**config.mk**
```make
export PLATFORM = sky130hd
export DESIGN_NAME = switch_port_ingress_rules
export DESIGN_NICKNAME = d
export VERILOG_FILES = /design/src/ingress_rules_pkg.sv /design/src/switch_port_ingress_rules.sv
export SDC_FILE = /design/constraint.sdc
export NUM_CORES = 1
export LEC_CHECK = 0
export ABC_CLOCK_PERIOD_IN_PS = 1700
export BUFFER_PORTS_ARGS = -buffer_cell sky130_fd_sc_hd__buf_2
export CORE_MARGIN = 2
export CORE_UTILIZATION = 42
export DETAILED_ROUTE_END_ITERATION = 12
export PLACE_DENSITY = 0.78
export SLEW_MARGIN = 20
export SYNTH_ARGS = -nofsm -noshare
export SYNTH_HDL_FRONTEND = slang
export SYNTH_SLANG_ARGS = --single-unit
```
**constraint.sdc**
```tcl
create_clock -name clk_i -period 1.7 [get_ports clk_i]
set_input_delay 0.34 -clock clk_i [delete_from_list [all_inputs] [get_ports clk_i]]
set_output_delay 0.34 -clock clk_i [all_outputs]
set_load 0.05 [all_outputs]
```
**src/ingress_rules_pkg.sv**
```systemverilog
/*
  Constants for the switch port ingress rule block: register indices, field
  positions, reset values and the spanning tree state encoding.
  Assumes a 32-bit APB register bus with one aligned word per register.
*/
// Operation
// - Learn source only if enabled and forwarding/learning.
// - Learning enable bits 5,4,3 map ports 2,1,0.
// - Drop non-member ingress unless non-member admit set.
// - Known destination: also drop non-member egress port.
// - Unknown destination: check ingress membership only.
// - Membership checking needs global VLAN enable.
// - Tagged-only ports drop untagged and priority-tagged frames.
// - Tagged-only admission needs global VLAN enable.
// - Two-bit spanning state, resets to forwarding.
// - State fields at bits 5:4, 3:2, 1:0.
// - Priorities 0-7 map to queues via two-bit fields.
// - Traffic class map reset value 0xfa41.
// - Global VLAN enable is bit 0, global config.
// - Non-member admit accepts frames of active VLANs.
package ingress_rules_pkg;

  // ----------------------------------------
  // Register indices, byte address is four times the index
  // ----------------------------------------
  localparam logic [15:0] IDX_GLOBAL_INGRESS = 16'h1840;
  localparam logic [15:0] IDX_PORT_INGRESS = 16'h1841;
  localparam logic [15:0] IDX_TAGGED_ONLY = 16'h1842;
  localparam logic [15:0] IDX_STP_STATE = 16'h1843;
  localparam logic [15:0] IDX_PRIO_QUEUE = 16'h1845;
  localparam logic [15:0] IDX_NON_MEMBER = 16'h1849;
  localparam int ADDR_W = 18;
  localparam int PORTS = 3;

  // ----------------------------------------
  // Field positions and reset values
  // ----------------------------------------
  localparam int LEARN_LSB = 3;
  localparam int MEMBER_LSB = 0;
  localparam int VLAN_EN_BIT = 0;
  localparam logic [5:0] PORT_INGRESS_RESET = 6'h38;
  localparam logic [2:0] TAGGED_ONLY_RESET = 3'h0;
  localparam logic [5:0] STP_STATE_RESET = 6'h00;
  localparam logic [15:0] PRIO_QUEUE_RESET = 16'hfa41;
  localparam logic [2:0] NON_MEMBER_RESET = 3'h0;
  localparam logic GLOBAL_VLAN_RESET = 1'b0;

  typedef enum logic [1:0] {
    STP_FORWARDING = 2'b00,
    STP_BLOCKING = 2'b01,
    STP_LEARNING = 2'b10,
    STP_DISABLED = 2'b11
  } stp_state_type;

endpackage : ingress_rules_pkg

```
**src/switch_port_ingress_rules.sv**
```systemverilog
/*
  Per-port ingress rule configuration and frame decision logic for a
  three-port switch: APB register slave plus registered admit, learn and
  queue outputs for the frame currently presented by the forwarding engine.
  Assumes the frame descriptor inputs come from logic on the same clock.
*/
`timescale 1ns/1ns
module switch_port_ingress_rules (
  // Clock and reset
  input wire logic clk_i,
  input wire logic rst_b_i,
  // APB slave
  input wire logic psel_i,
  input wire logic penable_i,
  input wire logic pwrite_i,
  input wire logic [17:0] paddr_i,
  input wire logic [31:0] pwdata_i,
  output logic [31:0] prdata_o,
  output logic pready_o,
  output logic pslverr_o,
  // Frame descriptor
  input wire logic [1:0] ingress_port_i,
  input wire logic [1:0] egress_port_i,
  input wire logic vlan_tagged_i,
  input wire logic priority_tag_only_i,
  input wire logic [2:0] vlan_members_i,
  input wire logic vlan_active_i,
  input wire logic address_lookup_table_hit_i,
  input wire logic [2:0] frame_priority_i,
  // Frame decision
  output logic frame_drop_o,
  output logic learn_source_o,
  output logic [1:0] egress_queue_o
);

  // ----------------------------------------
  // Reset release
  // ----------------------------------------
  logic rst_meta;
  logic rst_sync;

  always_ff @(posedge clk_i or negedge rst_b_i) begin
    if (!rst_b_i) begin
      rst_meta <= 1'b0;
      rst_sync <= 1'b0;
    end else begin
      rst_meta <= 1'b1;
      rst_sync <= rst_meta;
    end
  end

  // ----------------------------------------
  // Register file
  // ----------------------------------------
  logic global_vlan_en;
  logic [5:0] port_ingress_config;
  logic [2:0] tagged_only_admit;
  logic [5:0] spanning_tree_port_state;
  logic [15:0] priority_queue_map;
  logic [2:0] non_member_admit;
  logic next_global_vlan_en;
  logic [5:0] next_port_ingress_config;
  logic [2:0] next_tagged_only_admit;
  logic [5:0] next_spanning_tree_port_state;
  logic [15:0] next_priority_queue_map;
  logic [2:0] next_non_member_admit;
  logic [31:0] next_prdata;
  logic [31:0] rd_word;
  logic wr_en;
  logic rd_en;
  logic hit;
  logic [15:0] idx;

  // Address is a byte address; word index is the upper bits.
  assign idx = paddr_i[17:2];
  assign wr_en = psel_i && penable_i && pwrite_i;
  assign rd_en = psel_i && !penable_i && !pwrite_i;
  // The slave never stalls; reads are registered in the setup cycle.
  assign pready_o = 1'b1;

  always_comb begin
    hit = 1'b1;
    rd_word = 32'h0;
    case (idx)
      ingress_rules_pkg::IDX_GLOBAL_INGRESS: rd_word = {31'h0, global_vlan_en};
      ingress_rules_pkg::IDX_PORT_INGRESS: rd_word = {26'h0, port_ingress_config};
      ingress_rules_pkg::IDX_TAGGED_ONLY: rd_word = {29'h0, tagged_only_admit};
      ingress_rules_pkg::IDX_STP_STATE: rd_word = {26'h0, spanning_tree_port_state};
      ingress_rules_pkg::IDX_PRIO_QUEUE: rd_word = {16'h0, priority_queue_map};
      ingress_rules_pkg::IDX_NON_MEMBER: rd_word = {29'h0, non_member_admit};
      default: hit = 1'b0;
    endcase
  end

  // Unmapped addresses answer with an error and read zero.
  assign pslverr_o = psel_i && penable_i && !hit;

  always_comb begin
    next_global_vlan_en = global_vlan_en;
    next_port_ingress_config = port_ingress_config;
    next_tagged_only_admit = tagged_only_admit;
    next_spanning_tree_port_state = spanning_tree_port_state;
    next_priority_queue_map = priority_queue_map;
    next_non_member_admit = non_member_admit;
    next_prdata = rd_en ? rd_word : prdata_o;
    if (wr_en) begin
      case (idx)
        ingress_rules_pkg::IDX_GLOBAL_INGRESS:
          next_global_vlan_en = pwdata_i[ingress_rules_pkg::VLAN_EN_BIT];
        ingress_rules_pkg::IDX_PORT_INGRESS: next_port_ingress_config = pwdata_i[5:0];
        ingress_rules_pkg::IDX_TAGGED_ONLY: next_tagged_only_admit = pwdata_i[2:0];
        ingress_rules_pkg::IDX_STP_STATE: next_spanning_tree_port_state = pwdata_i[5:0];
        ingress_rules_pkg::IDX_PRIO_QUEUE: next_priority_queue_map = pwdata_i[15:0];
        ingress_rules_pkg::IDX_NON_MEMBER: next_non_member_admit = pwdata_i[2:0];
        default: next_global_vlan_en = global_vlan_en;
      endcase
    end
  end

  always_ff @(posedge clk_i or negedge rst_sync) begin
    if (!rst_sync) begin
      global_vlan_en <= ingress_rules_pkg::GLOBAL_VLAN_RESET;
      port_ingress_config <= ingress_rules_pkg::PORT_INGRESS_RESET;
      tagged_only_admit <= ingress_rules_pkg::TAGGED_ONLY_RESET;
      spanning_tree_port_state <= ingress_rules_pkg::STP_STATE_RESET;
      priority_queue_map <= ingress_rules_pkg::PRIO_QUEUE_RESET;
      non_member_admit <= ingress_rules_pkg::NON_MEMBER_RESET;
      prdata_o <= 32'h0;
    end else begin
      global_vlan_en <= next_global_vlan_en;
      port_ingress_config <= next_port_ingress_config;
      tagged_only_admit <= next_tagged_only_admit;
      spanning_tree_port_state <= next_spanning_tree_port_state;
      priority_queue_map <= next_priority_queue_map;
      non_member_admit <= next_non_member_admit;
      prdata_o <= next_prdata;
    end
  end

  // ----------------------------------------
  // Frame decision
  // ----------------------------------------
  function automatic logic port_bit(input logic [2:0] vec, input logic [1:0] port);
    port_bit = (port < 2'h3) ? vec[port] : 1'b0;
  endfunction : port_bit

  logic [1:0] in_state;
  logic in_member;
  logic out_member;
  logic check_member;
  logic member_drop;
  logic tag_drop;
  logic [2:0] learn_en;
  logic [2:0] member_en;

  // Enable fields hold one bit per port, port 0 in the lowest bit.
  assign learn_en =
    port_ingress_config[ingress_rules_pkg::LEARN_LSB +: ingress_rules_pkg::PORTS];
  assign member_en =
    port_ingress_config[ingress_rules_pkg::MEMBER_LSB +: ingress_rules_pkg::PORTS];

  always_comb begin
    case (ingress_port_i)
      2'h0: in_state = spanning_tree_port_state[1:0];
      2'h1: in_state = spanning_tree_port_state[3:2];
      2'h2: in_state = spanning_tree_port_state[5:4];
      default: in_state = ingress_rules_pkg::STP_DISABLED;
    endcase
  end

  assign in_member = port_bit(vlan_members_i, ingress_port_i);
  assign out_member = port_bit(vlan_members_i, egress_port_i);
  assign check_member = global_vlan_en
    && port_bit(member_en, ingress_port_i);
  assign member_drop = check_member && (
    (!in_member && !(port_bit(non_member_admit, ingress_port_i) && vlan_active_i))
    || (address_lookup_table_hit_i && !out_member));
  assign tag_drop = global_vlan_en && port_bit(tagged_only_admit, ingress_port_i)
    && (!vlan_tagged_i || priority_tag_only_i);

  logic next_drop;
  logic next_learn;
  logic [1:0] next_queue;

  always_comb begin
    next_drop = member_drop || tag_drop;
    next_learn = port_bit(learn_en, ingress_port_i)
      && (in_state == ingress_rules_pkg::STP_FORWARDING
      || in_state == ingress_rules_pkg::STP_LEARNING);
    next_queue = priority_queue_map[{frame_priority_i, 1'b0} +: 2];
  end

  always_ff @(posedge clk_i or negedge rst_sync) begin
    if (!rst_sync) begin
      frame_drop_o <= 1'b0;
      learn_source_o <= 1'b0;
      egress_queue_o <= 2'h0;
    end else begin
      frame_drop_o <= next_drop;
      learn_source_o <= next_learn;
      egress_queue_o <= next_queue;
    end
  end
endmodule : switch_port_ingress_rules

```
Word-level counts from Yosys, hierarchy flattened

Cells that the tools add are included.

Input bits: 69
Memories: 0
Memory bits (read-only): 0
Memory bits (writable): 0
Latch bits: 0
Output and inout port bits: 38
Flip-flop bits (word level): 73

Eq/ne operators: 9
Mux-type cells: 21
Shift-type cells: 1
Add/subtract/negate cells: 0
Multiply operators: 0
Magnitude comparators: 4
Divide/modulo/power cells: 0
Bitwise logic cells: 0
Reduce and logical (&&, ||, !) cells: 33

Operators by type and width:

| cell                                                | count |
|---|---|
| == test 16 x 13 -> 1 bit (second input constant)    | 6 |
| case mux 16 bit (6 select lines)                    | 1 |
| variable part select 16 x 5 -> 2 bit                | 1 |
| logical AND 1 bit                                   | 13 |
| 2-to-1 mux 1 bit                                    | 13 |
| binary-select mux 1 bit (select 2 bit)              | 6 |
| AND reduction 2 bit                                 | 6 |
| zero test 1 bit                                     | 7 |
| < comparator 2 x 3 -> 1 bit (second input constant) | 2 |
| case mux 2 bit (3 select lines)                     | 1 |
| OR reduction 6 bit                                  | 1 |
| == test 2 bit (second input constant)               | 2 |
| zero test 2 bit                                     | 2 |
| logical OR 1 bit                                    | 4 |
| < comparator 2 bit (second input constant)          | 2 |
| == test 2 x 1 -> 1 bit (second input constant)      | 1 |

Depth between registers and ports, before layout

Gate-level depths: netlist of the first run.

Depth in word-level cells: 9
Gate-level depth with buffers: 6
Depth with buffers taken out: 4

Worst setup path before layout of the first run

OpenSTA, ideal clock, no wires.

Kind: in2reg
Start: input port paddr_i[9]
End: register priority_queue_map[10]
Path slack: -0.398 ns
Required time: 1.575 ns
Stages on the path: 5
Data arrival time: 1.973 ns
Path buffers: 2
Path through: or4b_1 -> buf_2 -> nor4_4 -> buf_6 -> mux2_2

Cells in the longest elaborated chain, start to end: 2

RTL lines:

| item                                 | RTL line                         | RTL |
|---|---|---|
| from (decl)                          | switch_port_ingress_rules.sv:16  | `input wire logic [17:0] paddr_i,` |
| == test 16 x 13 -> 1 bit             | switch_port_ingress_rules.sv:107 | `case (idx)` |
| AND reduction 2 bit (no source line) | n/a                              |  |
| to (signal assigned)                 | switch_port_ingress_rules.sv:126 | `priority_queue_map <= ingress_rules_pkg::PRIO_QUEUE_RESET;` |
| to (signal assigned)                 | switch_port_ingress_rules.sv:134 | `priority_queue_map <= next_priority_queue_map;` |
| to (decl)                            | switch_port_ingress_rules.sv:59  | `logic [15:0] priority_queue_map;` |

No other way between the ends.
A chain may end at the register's enable or synchronous reset.

Worst setup path in the final report of the first run

Start: input port paddr_i[3]
End: output port pslverr_o

Cells in the longest elaborated chain, start to end: 5
Elaborated cells between the ends (all ways): 10

RTL lines:

| item                                  | RTL line                        | RTL |
|---|---|---|
| == test 16 x 13 -> 1 bit              | switch_port_ingress_rules.sv:84 | `case (idx)` |
| OR reduction 6 bit (no source line) * | n/a                             |  |
| 2-to-1 mux 1 bit *                    | switch_port_ingress_rules.sv:84 |  |
| zero test 1 bit *                     | switch_port_ingress_rules.sv:96 | `assign pslverr_o = psel_i && penable_i && !hit;` |
| logical AND 1 bit *                   | switch_port_ingress_rules.sv:96 |  |
| to (decl)                             | switch_port_ingress_rules.sv:20 | `output logic pslverr_o,` |

Mark *: on every way between the ends. The rest lies on a longest branch, timed or not.

==> results of run 1 <==
-- layout by cell type, fill, tap and decap left out, drive strengths merged, types with 5 or more instances in the layout --
cell type | Yosys | layout
nand3 | 14 | 14
buf | 20 | 102
clkbuf | 6 | 12
nand2 | 33 | 33
mux2 | 41 | 41
dfstp | 11 | 11
o21ai | 6 | 6
dfrtp | 46 | 46
conb | 2 | 18
mux4 | 5 | 5
nor4 | 6 | 6
-- worst max path at each step --
stage,slack (ns),end,start
6_report,-0.04,pslverr_o,paddr_i[3]
5_1_grt,-0.07,pslverr_o,paddr_i[12]
4_1_cts,-0.05,pslverr_o,paddr_i[3]
3_5_place_dp,-0.39,tagged_only_admit[2],paddr_i[9]
3_3_place_gp,-0.32,priority_queue_map[4],paddr_i[9]
2_1_floorplan,-0.28,priority_queue_map[10],paddr_i[3]
-- cell type report --
| type | instances | area [um2] | share of cell area (%) |
|---|---|---|---|
| multi-input combinational | 180 | 1520 | 37.9 |
| sequential | 57 | 1440 | 35.8 |
| inverter | 1 | 3.75 | 0.0933 |
| clock buffer | 11 | 141 | 3.51 |
| tap | 80 | 100 | 2.49 |
| clock inverter | 5 | 103 | 2.55 |
| timing repair buffer | 104 | 711 | 17.7 |
-- per-stage QoR --
step | setup TNS, ns | utilization (%) | worst slack [ns] | cells | total power, uW
after floorplan | -7.55 | - | -0.279 | 264 | 1610
after global routing | -0.246 | 59.5 | -0.0682 | 438 | 3380
after global placement | -14.68 | 52.4 | -0.323 | 414 | 1700
after detailed placement | -16.64 | 52.4 | -0.387 | 414 | 1710
final | -0.0619 | 59.5 | -0.0360 | 438 | 3260
after CTS | -0.0469 | 57.7 | -0.0469 | 433 | 3270
-- sequential cells by signal, summed over array words and instances, names as in the netlist --
| name | cells |
|---|---|
| non_member_admit | 3 |
| frame_drop_o | 1 |
| rst_sync | 1 |
| priority_queue_map | 16 |
| egress_queue_o | 2 |
| spanning_tree_port_state | 6 |
| port_ingress_config | 6 |
| prdata_o | 16 |
| learn_source_o | 1 |
| global_vlan_en | 1 |
| rst_meta | 1 |
| tagged_only_admit | 3 |
-- what timing repair did --
action	CTS	global route
endpoints found under the hold margin	2	0
resized for setup	20	16
hold buffers	1	0
endpoints found under the setup margin	16	8
buffers inserted	2	4
cloned	0	1
pin swaps	4	8
-- per-layer routing --
| layer | wire length (um) | GRT usage (%) | vias up |
|---|---|---|---|
| li1 | - | - | 1091 |
| met2 | 3750 | 32.7 | 85 |
| met1 | 2940 | 24.3 | 1158 |
| met4 | 36 | 7.55 | 0 |
| met3 | 425 | 4.93 | 4 |
| met5 | 0 | 0 | - |
-- critical path: stages --
cell	delay [ns]
buf_6	0.10
buf_6	0.10
nand2b_4	0.13
maj3_2	0.33
o211a_4	0.24
buf_8	0.15
-- cell families after synthesis --
group           share of synthesized area (%)
mux                                      20.6
flops                                    49.2
other cells                             0.256
simple gates                             17.3
fa+ha+maj                               0.342
buf+inv                                  5.98
compound gates                           6.32
-- power by group through the flow --
stage	logic [uW]	clock network [uW]	registers (uW)
5_1_grt	367	1640	1380
3_3_place_gp	305	0	1400
6_report	342	1540	1370
3_5_place_dp	311	0	1400
2_1_floorplan	185	0	1420
4_1_cts	330	1570	1370
==> impl_metrics.tcl, run 1 <==
set metrics [dict create \
    status "finished, violations left" \
    violations "negative setup slack" \
    cp_data_arrival_time_ns 1.40 \
    seqPwrFrac_pct 42.2 \
    yosys_warnings 0 \
    n_antenna_cell 0 \
    worst_hold_slack_ns 0.186 \
    place_area_mm2 0.00354 \
    fin_ws_ns -0.0360 \
    p_leak_uw 0.00196 \
    synth_top_area_share_pct 39.3 \
    hpwl_um 5240 \
    synthDistinctLibCells 48 \
    grt_pass1_vias 2344 \
    vias 2338 \
    synthCells 248 \
    async_reset_ff_share_pct 100 \
    grt_max_degree 27 \
    power-per-cell-area_mw_per_mm2 809 \
    synth-edff-count 0 \
    cts_buffers 9 \
    nets 422 \
    place_congestion 0.838 \
    finClkSkew_ns 0.00836 \
    post_drt_via_cell_ratio 5.34 \
    crit_path_end_kind "primary output" \
    htree_levels 3 \
    power_switching_uw 758 \
    grt.overflow.total 0 \
    start_kind "input port" \
    dieArea_mm2 0.00766 \
    hold_violations 0 \
    yosysMostFrequentCell "dfrtp_1" \
    r2r-end "prdata_o[1]" \
    clk_latency_ns 0.33 \
    switching_share_pct 23.3 \
    io_buffers 71 \
    internal_power_uw 2500 \
    clockPowerShare_pct 47.3 \
    synthTopCellsByArea "dfrtp_1, mux2_2, dfstp_2" \
    routedWlPerCell_um 16.3 \
    post_synth_instance_area_mm2 0.00293 \
    antenna_found_initial 0 \
    ff2ff_setup_slack_ns 0.23 \
    fmax_mhz 576 \
    drive_above_1_share_pct 54.5 \
    grt_pass1_wl_um 11400 \
    final_cell_area_mm2 0.00402 \
    drv_cap 0 \
    fillers 530 \
    drt_iter0_drc 160 \
    drc 0 \
    core_area_mm2 0.00676 \
    clkTransAtPathRegs_ns 0.07 \
    grt_use_total_pct 19.5 \
    ant_nets 0 \
    crit_path_max_fanout 3 \
    synth_top_flop_cell "dfrtp_1" \
    syn_area_per_cell_um2 11.8 \
    maxSlewViolCount 0 \
    die_y_um 87.5 \
    area_growth_pct 37.3 \
    finalSetupViolCount 7 \
    ioPinCount 107 \
    clock_path_buffers 2 \
    combPwrFrac_pct 10.5 \
    ir_worst_vdd_v 0.000542 \
    die_x_um 87.5 \
    cts_tree "built" \
    synth-seq-cells 57 \
    num_rows 30 \
    synth_common_cells "dfrtp_1, mux2_2, nand2_1" \
    initial_core_util_pct 43.4 \
    required_ns 1.36 \
    criticalPathCategory "input port to primary output" \
    period_needed_ns 1.74 \
    ys_seq_area_share_pct 49.2 \
    cts-root-buf "clkbuf_8" \
    hold_path_class "register to async pin" \
    synth_top_cell_by_area "dfrtp_1" \
    routed_wl_um 7150 \
    clock_sinks 57 \
    fin_crit_sh_pct 102 \
    firstDrtPassIters 5 \
    r2r_start "tagged_only_admit[1]" \
    reg2regPathDepth 4 \
    rsz0062_at_grt "true" \
]
Power figures use the tool's default switching activity.
==> run 2: changes to the inputs <==
--- a/config.mk
+++ b/config.mk
@@ -7,5 +7,5 @@
 export LEC_CHECK = 0
 export ABC_CLOCK_PERIOD_IN_PS = 1700
-export BUFFER_PORTS_ARGS = -buffer_cell sky130_fd_sc_hd__buf_2
+export BUFFER_PORTS_ARGS = -buffer_cell sky130_fd_sc_hd__clkbuf_2
 export CORE_MARGIN = 2
 export CORE_UTILIZATION = 42
==> constraint.sdc (replaced) <==
create_clock -name clk_i -period 1.7 [get_ports clk_i]
set_input_delay 0.34 -clock clk_i [delete_from_list [all_inputs] [get_ports clk_i]]
set_output_delay 0.34 -clock clk_i [all_outputs]
set_load 0.02 [all_outputs]
==> impl_metrics.tcl, run 2 (same netlist as run 1, synthesis figures left out) <==
set metrics [dict create \
    status "finished, violations left" \
    violations "negative setup slack" \
    cp_data_arrival_time_ns 1.37 \
    area_growth_pct 34.5 \
    fmax_mhz 585 \
    clock_path_buffers 2 \
    place_area_mm2 0.00352 \
    criticalPathCategory "input port to primary output" \
    start_kind "input port" \
    initial_core_util_pct 43.4 \
    hold_violations 0 \
    min_from "pwdata_i[8]" \
    most-common-layout-cells "clkbuf_2, dfrtp_1, mux2_2, nand2_1, buf_4" \
    r2r_start "tagged_only_admit[1]" \
    drc 0 \
    antenna_found_initial 0 \
    crit_path_max_fanout 2 \
    routed_wl_um 6880 \
    p_leak_uw 0.00194 \
    finalSetupViolCount 1 \
    clk_latency_ns 0.35 \
    nets 421 \
    reg_top3 "prdata_o (16), priority_queue_map (16)" \
    post_drt_via_cell_ratio 5.29 \
    critical_path.slowest_cell "maj3_2" \
    hold_path_class "input port to register" \
    place_congestion 0.844 \
    power-per-cell-area_mw_per_mm2 774 \
    die_x_um 87.5 \
    rsz0062_at_grt "true" \
    final_cell_area_mm2 0.00394 \
    fin_ws_ns -0.00915 \
    crit_path_end_kind "primary output" \
    clkTransAtPathRegs_ns 0.07 \
    htree_levels 3 \
    worstPathCellList "buf_8 > buf_8 > nand2b_4 > maj3_2 > o211a_1 > clkbuf_8" \
    required_ns 1.36 \
    grt_pass1_wl_um 10800 \
    final_common_cell "clkbuf_2" \
    final_cells 437 \
    grt.overflow.total 0 \
    hpwl_um 5070 \
    ioPinCount 107 \
    grt_use_total_pct 18.6 \
    grt_max_degree 56 \
    cts-root-buf "clkbuf_8" \
    period_needed_ns 1.71 \
    core_area_mm2 0.00676 \
    firstDrtPassIters 5 \
    final_util_pct 58.3 \
    ant_nets 0 \
    cts_tree "built" \
    drv_cap 0 \
    grt_pass1_vias 2251 \
    vias 2312 \
    r2r-end "prdata_o[1]" \
    num_rows 30 \
    reg2regPathDepth 4 \
    routedWlPerCell_um 15.7 \
    drive_above_1_share_pct 54.1 \
    cp_slowest_stage_delay_ns 0.32 \
    hold_depth 2 \
    ir_worst_vdd_v 0.000479 \
    fin_crit_sh_pct 101 \
    io_buffers 71 \
    drt_iter0_drc 95 \
    finClkSkew_ns 0.0120 \
    min_to "priority_queue_map[8]" \
    cts_buffers 9 \
    dp_slack_ns -0.342 \
    dpl.cell_count 412 \
    n_antenna_cell 0 \
    clock_sinks 57 \
    p_total_uw 3050 \
    ff2ff_setup_slack_ns 0.23 \
    cpMostUsedCell "buf_8" \
    die_y_um 87.5 \
    dieArea_mm2 0.00766 \
    maxSlewViolCount 0 \
]
run 2: cell types whose count changed in the layout (fill, tap and decap cells not counted), sizes merged:
| cell | delta |
|---|---|
| clkinv | +3 |
| bufinv | -1 |
| clkbuf | +67 |
| buf | -70 |
run 2: worst max-delay path, delay by kind of cell:
| family | cells | cell delay [ns] |
|---|---|---|
| simple gates | 1 | 0.13 |
| fa+ha+maj | 1 | 0.32 |
| compound gates | 1 | 0.22 |
| buf+inv | 3 | 0.36 |
run 2: how the worst max path moves through the flow:
stage                start  slack (ns)                endpoint  depth (start not counted)
5_1_grt        paddr_i[10]       -0.05               pslverr_o                          6
3_3_place_gp    paddr_i[9]       -0.31   priority_queue_map[7]                          5
6_report        paddr_i[3]      -0.009               pslverr_o                          6
2_1_floorplan   paddr_i[3]       -0.28  priority_queue_map[10]                          4
3_5_place_dp    paddr_i[9]       -0.34   priority_queue_map[5]                          5
4_1_cts         paddr_i[3]       -0.04               pslverr_o                          6
run 2: cell type report:
cell class / instances / area [um2]
clock inverter: 7 / 95.1
inverter: 1 / 3.75
clock buffer: 9 / 124
fill: 552 / 2820
multi-input combinational: 180 / 1470
sequential: 57 / 1440
tap: 80 / 100
timing repair buffer: 103 / 702
run 2: per-stage QoR:
| step | hold slack, ns | setup TNS, ns |
|---|---|---|
| 2_1_floorplan | 0.0444 | -7.55 |
| 6_report | 0.223 | -0.00915 |
| 3_5_place_dp | 0.128 | -14.20 |
| 4_1_cts | 0.213 | -0.0370 |
| 3_3_place_gp | 0.126 | -12.51 |
| 5_1_grt | 0.218 | -0.0810 |
run 2: routing by layer:
metal | GRT usage (%) | vias up | wire (um)
met5 | 0 | - | 0
met4 | 10.1 | 0 | 229
met3 | 4.93 | 23 | 381
met2 | 28.7 | 71 | 3300
met1 | 23.8 | 1127 | 2970
li1 | - | 1091 | -
run 2: what timing repair did:
action	4_1_cts	5_1_grt
hold buffers	1	0
endpoints found under the setup margin	1	22
gates cloned	0	1
pin swaps	2	9
hold endpoints to repair	2	0
setup buffers	1	6
resized for setup	8	14
run 2: power by group:
group | internal, uW | total [uW] | switching [uW]
clock network | 823 | 1400 | 574
registers | 1360 | 1370 | 3.73
logic | 121 | 285 | 164
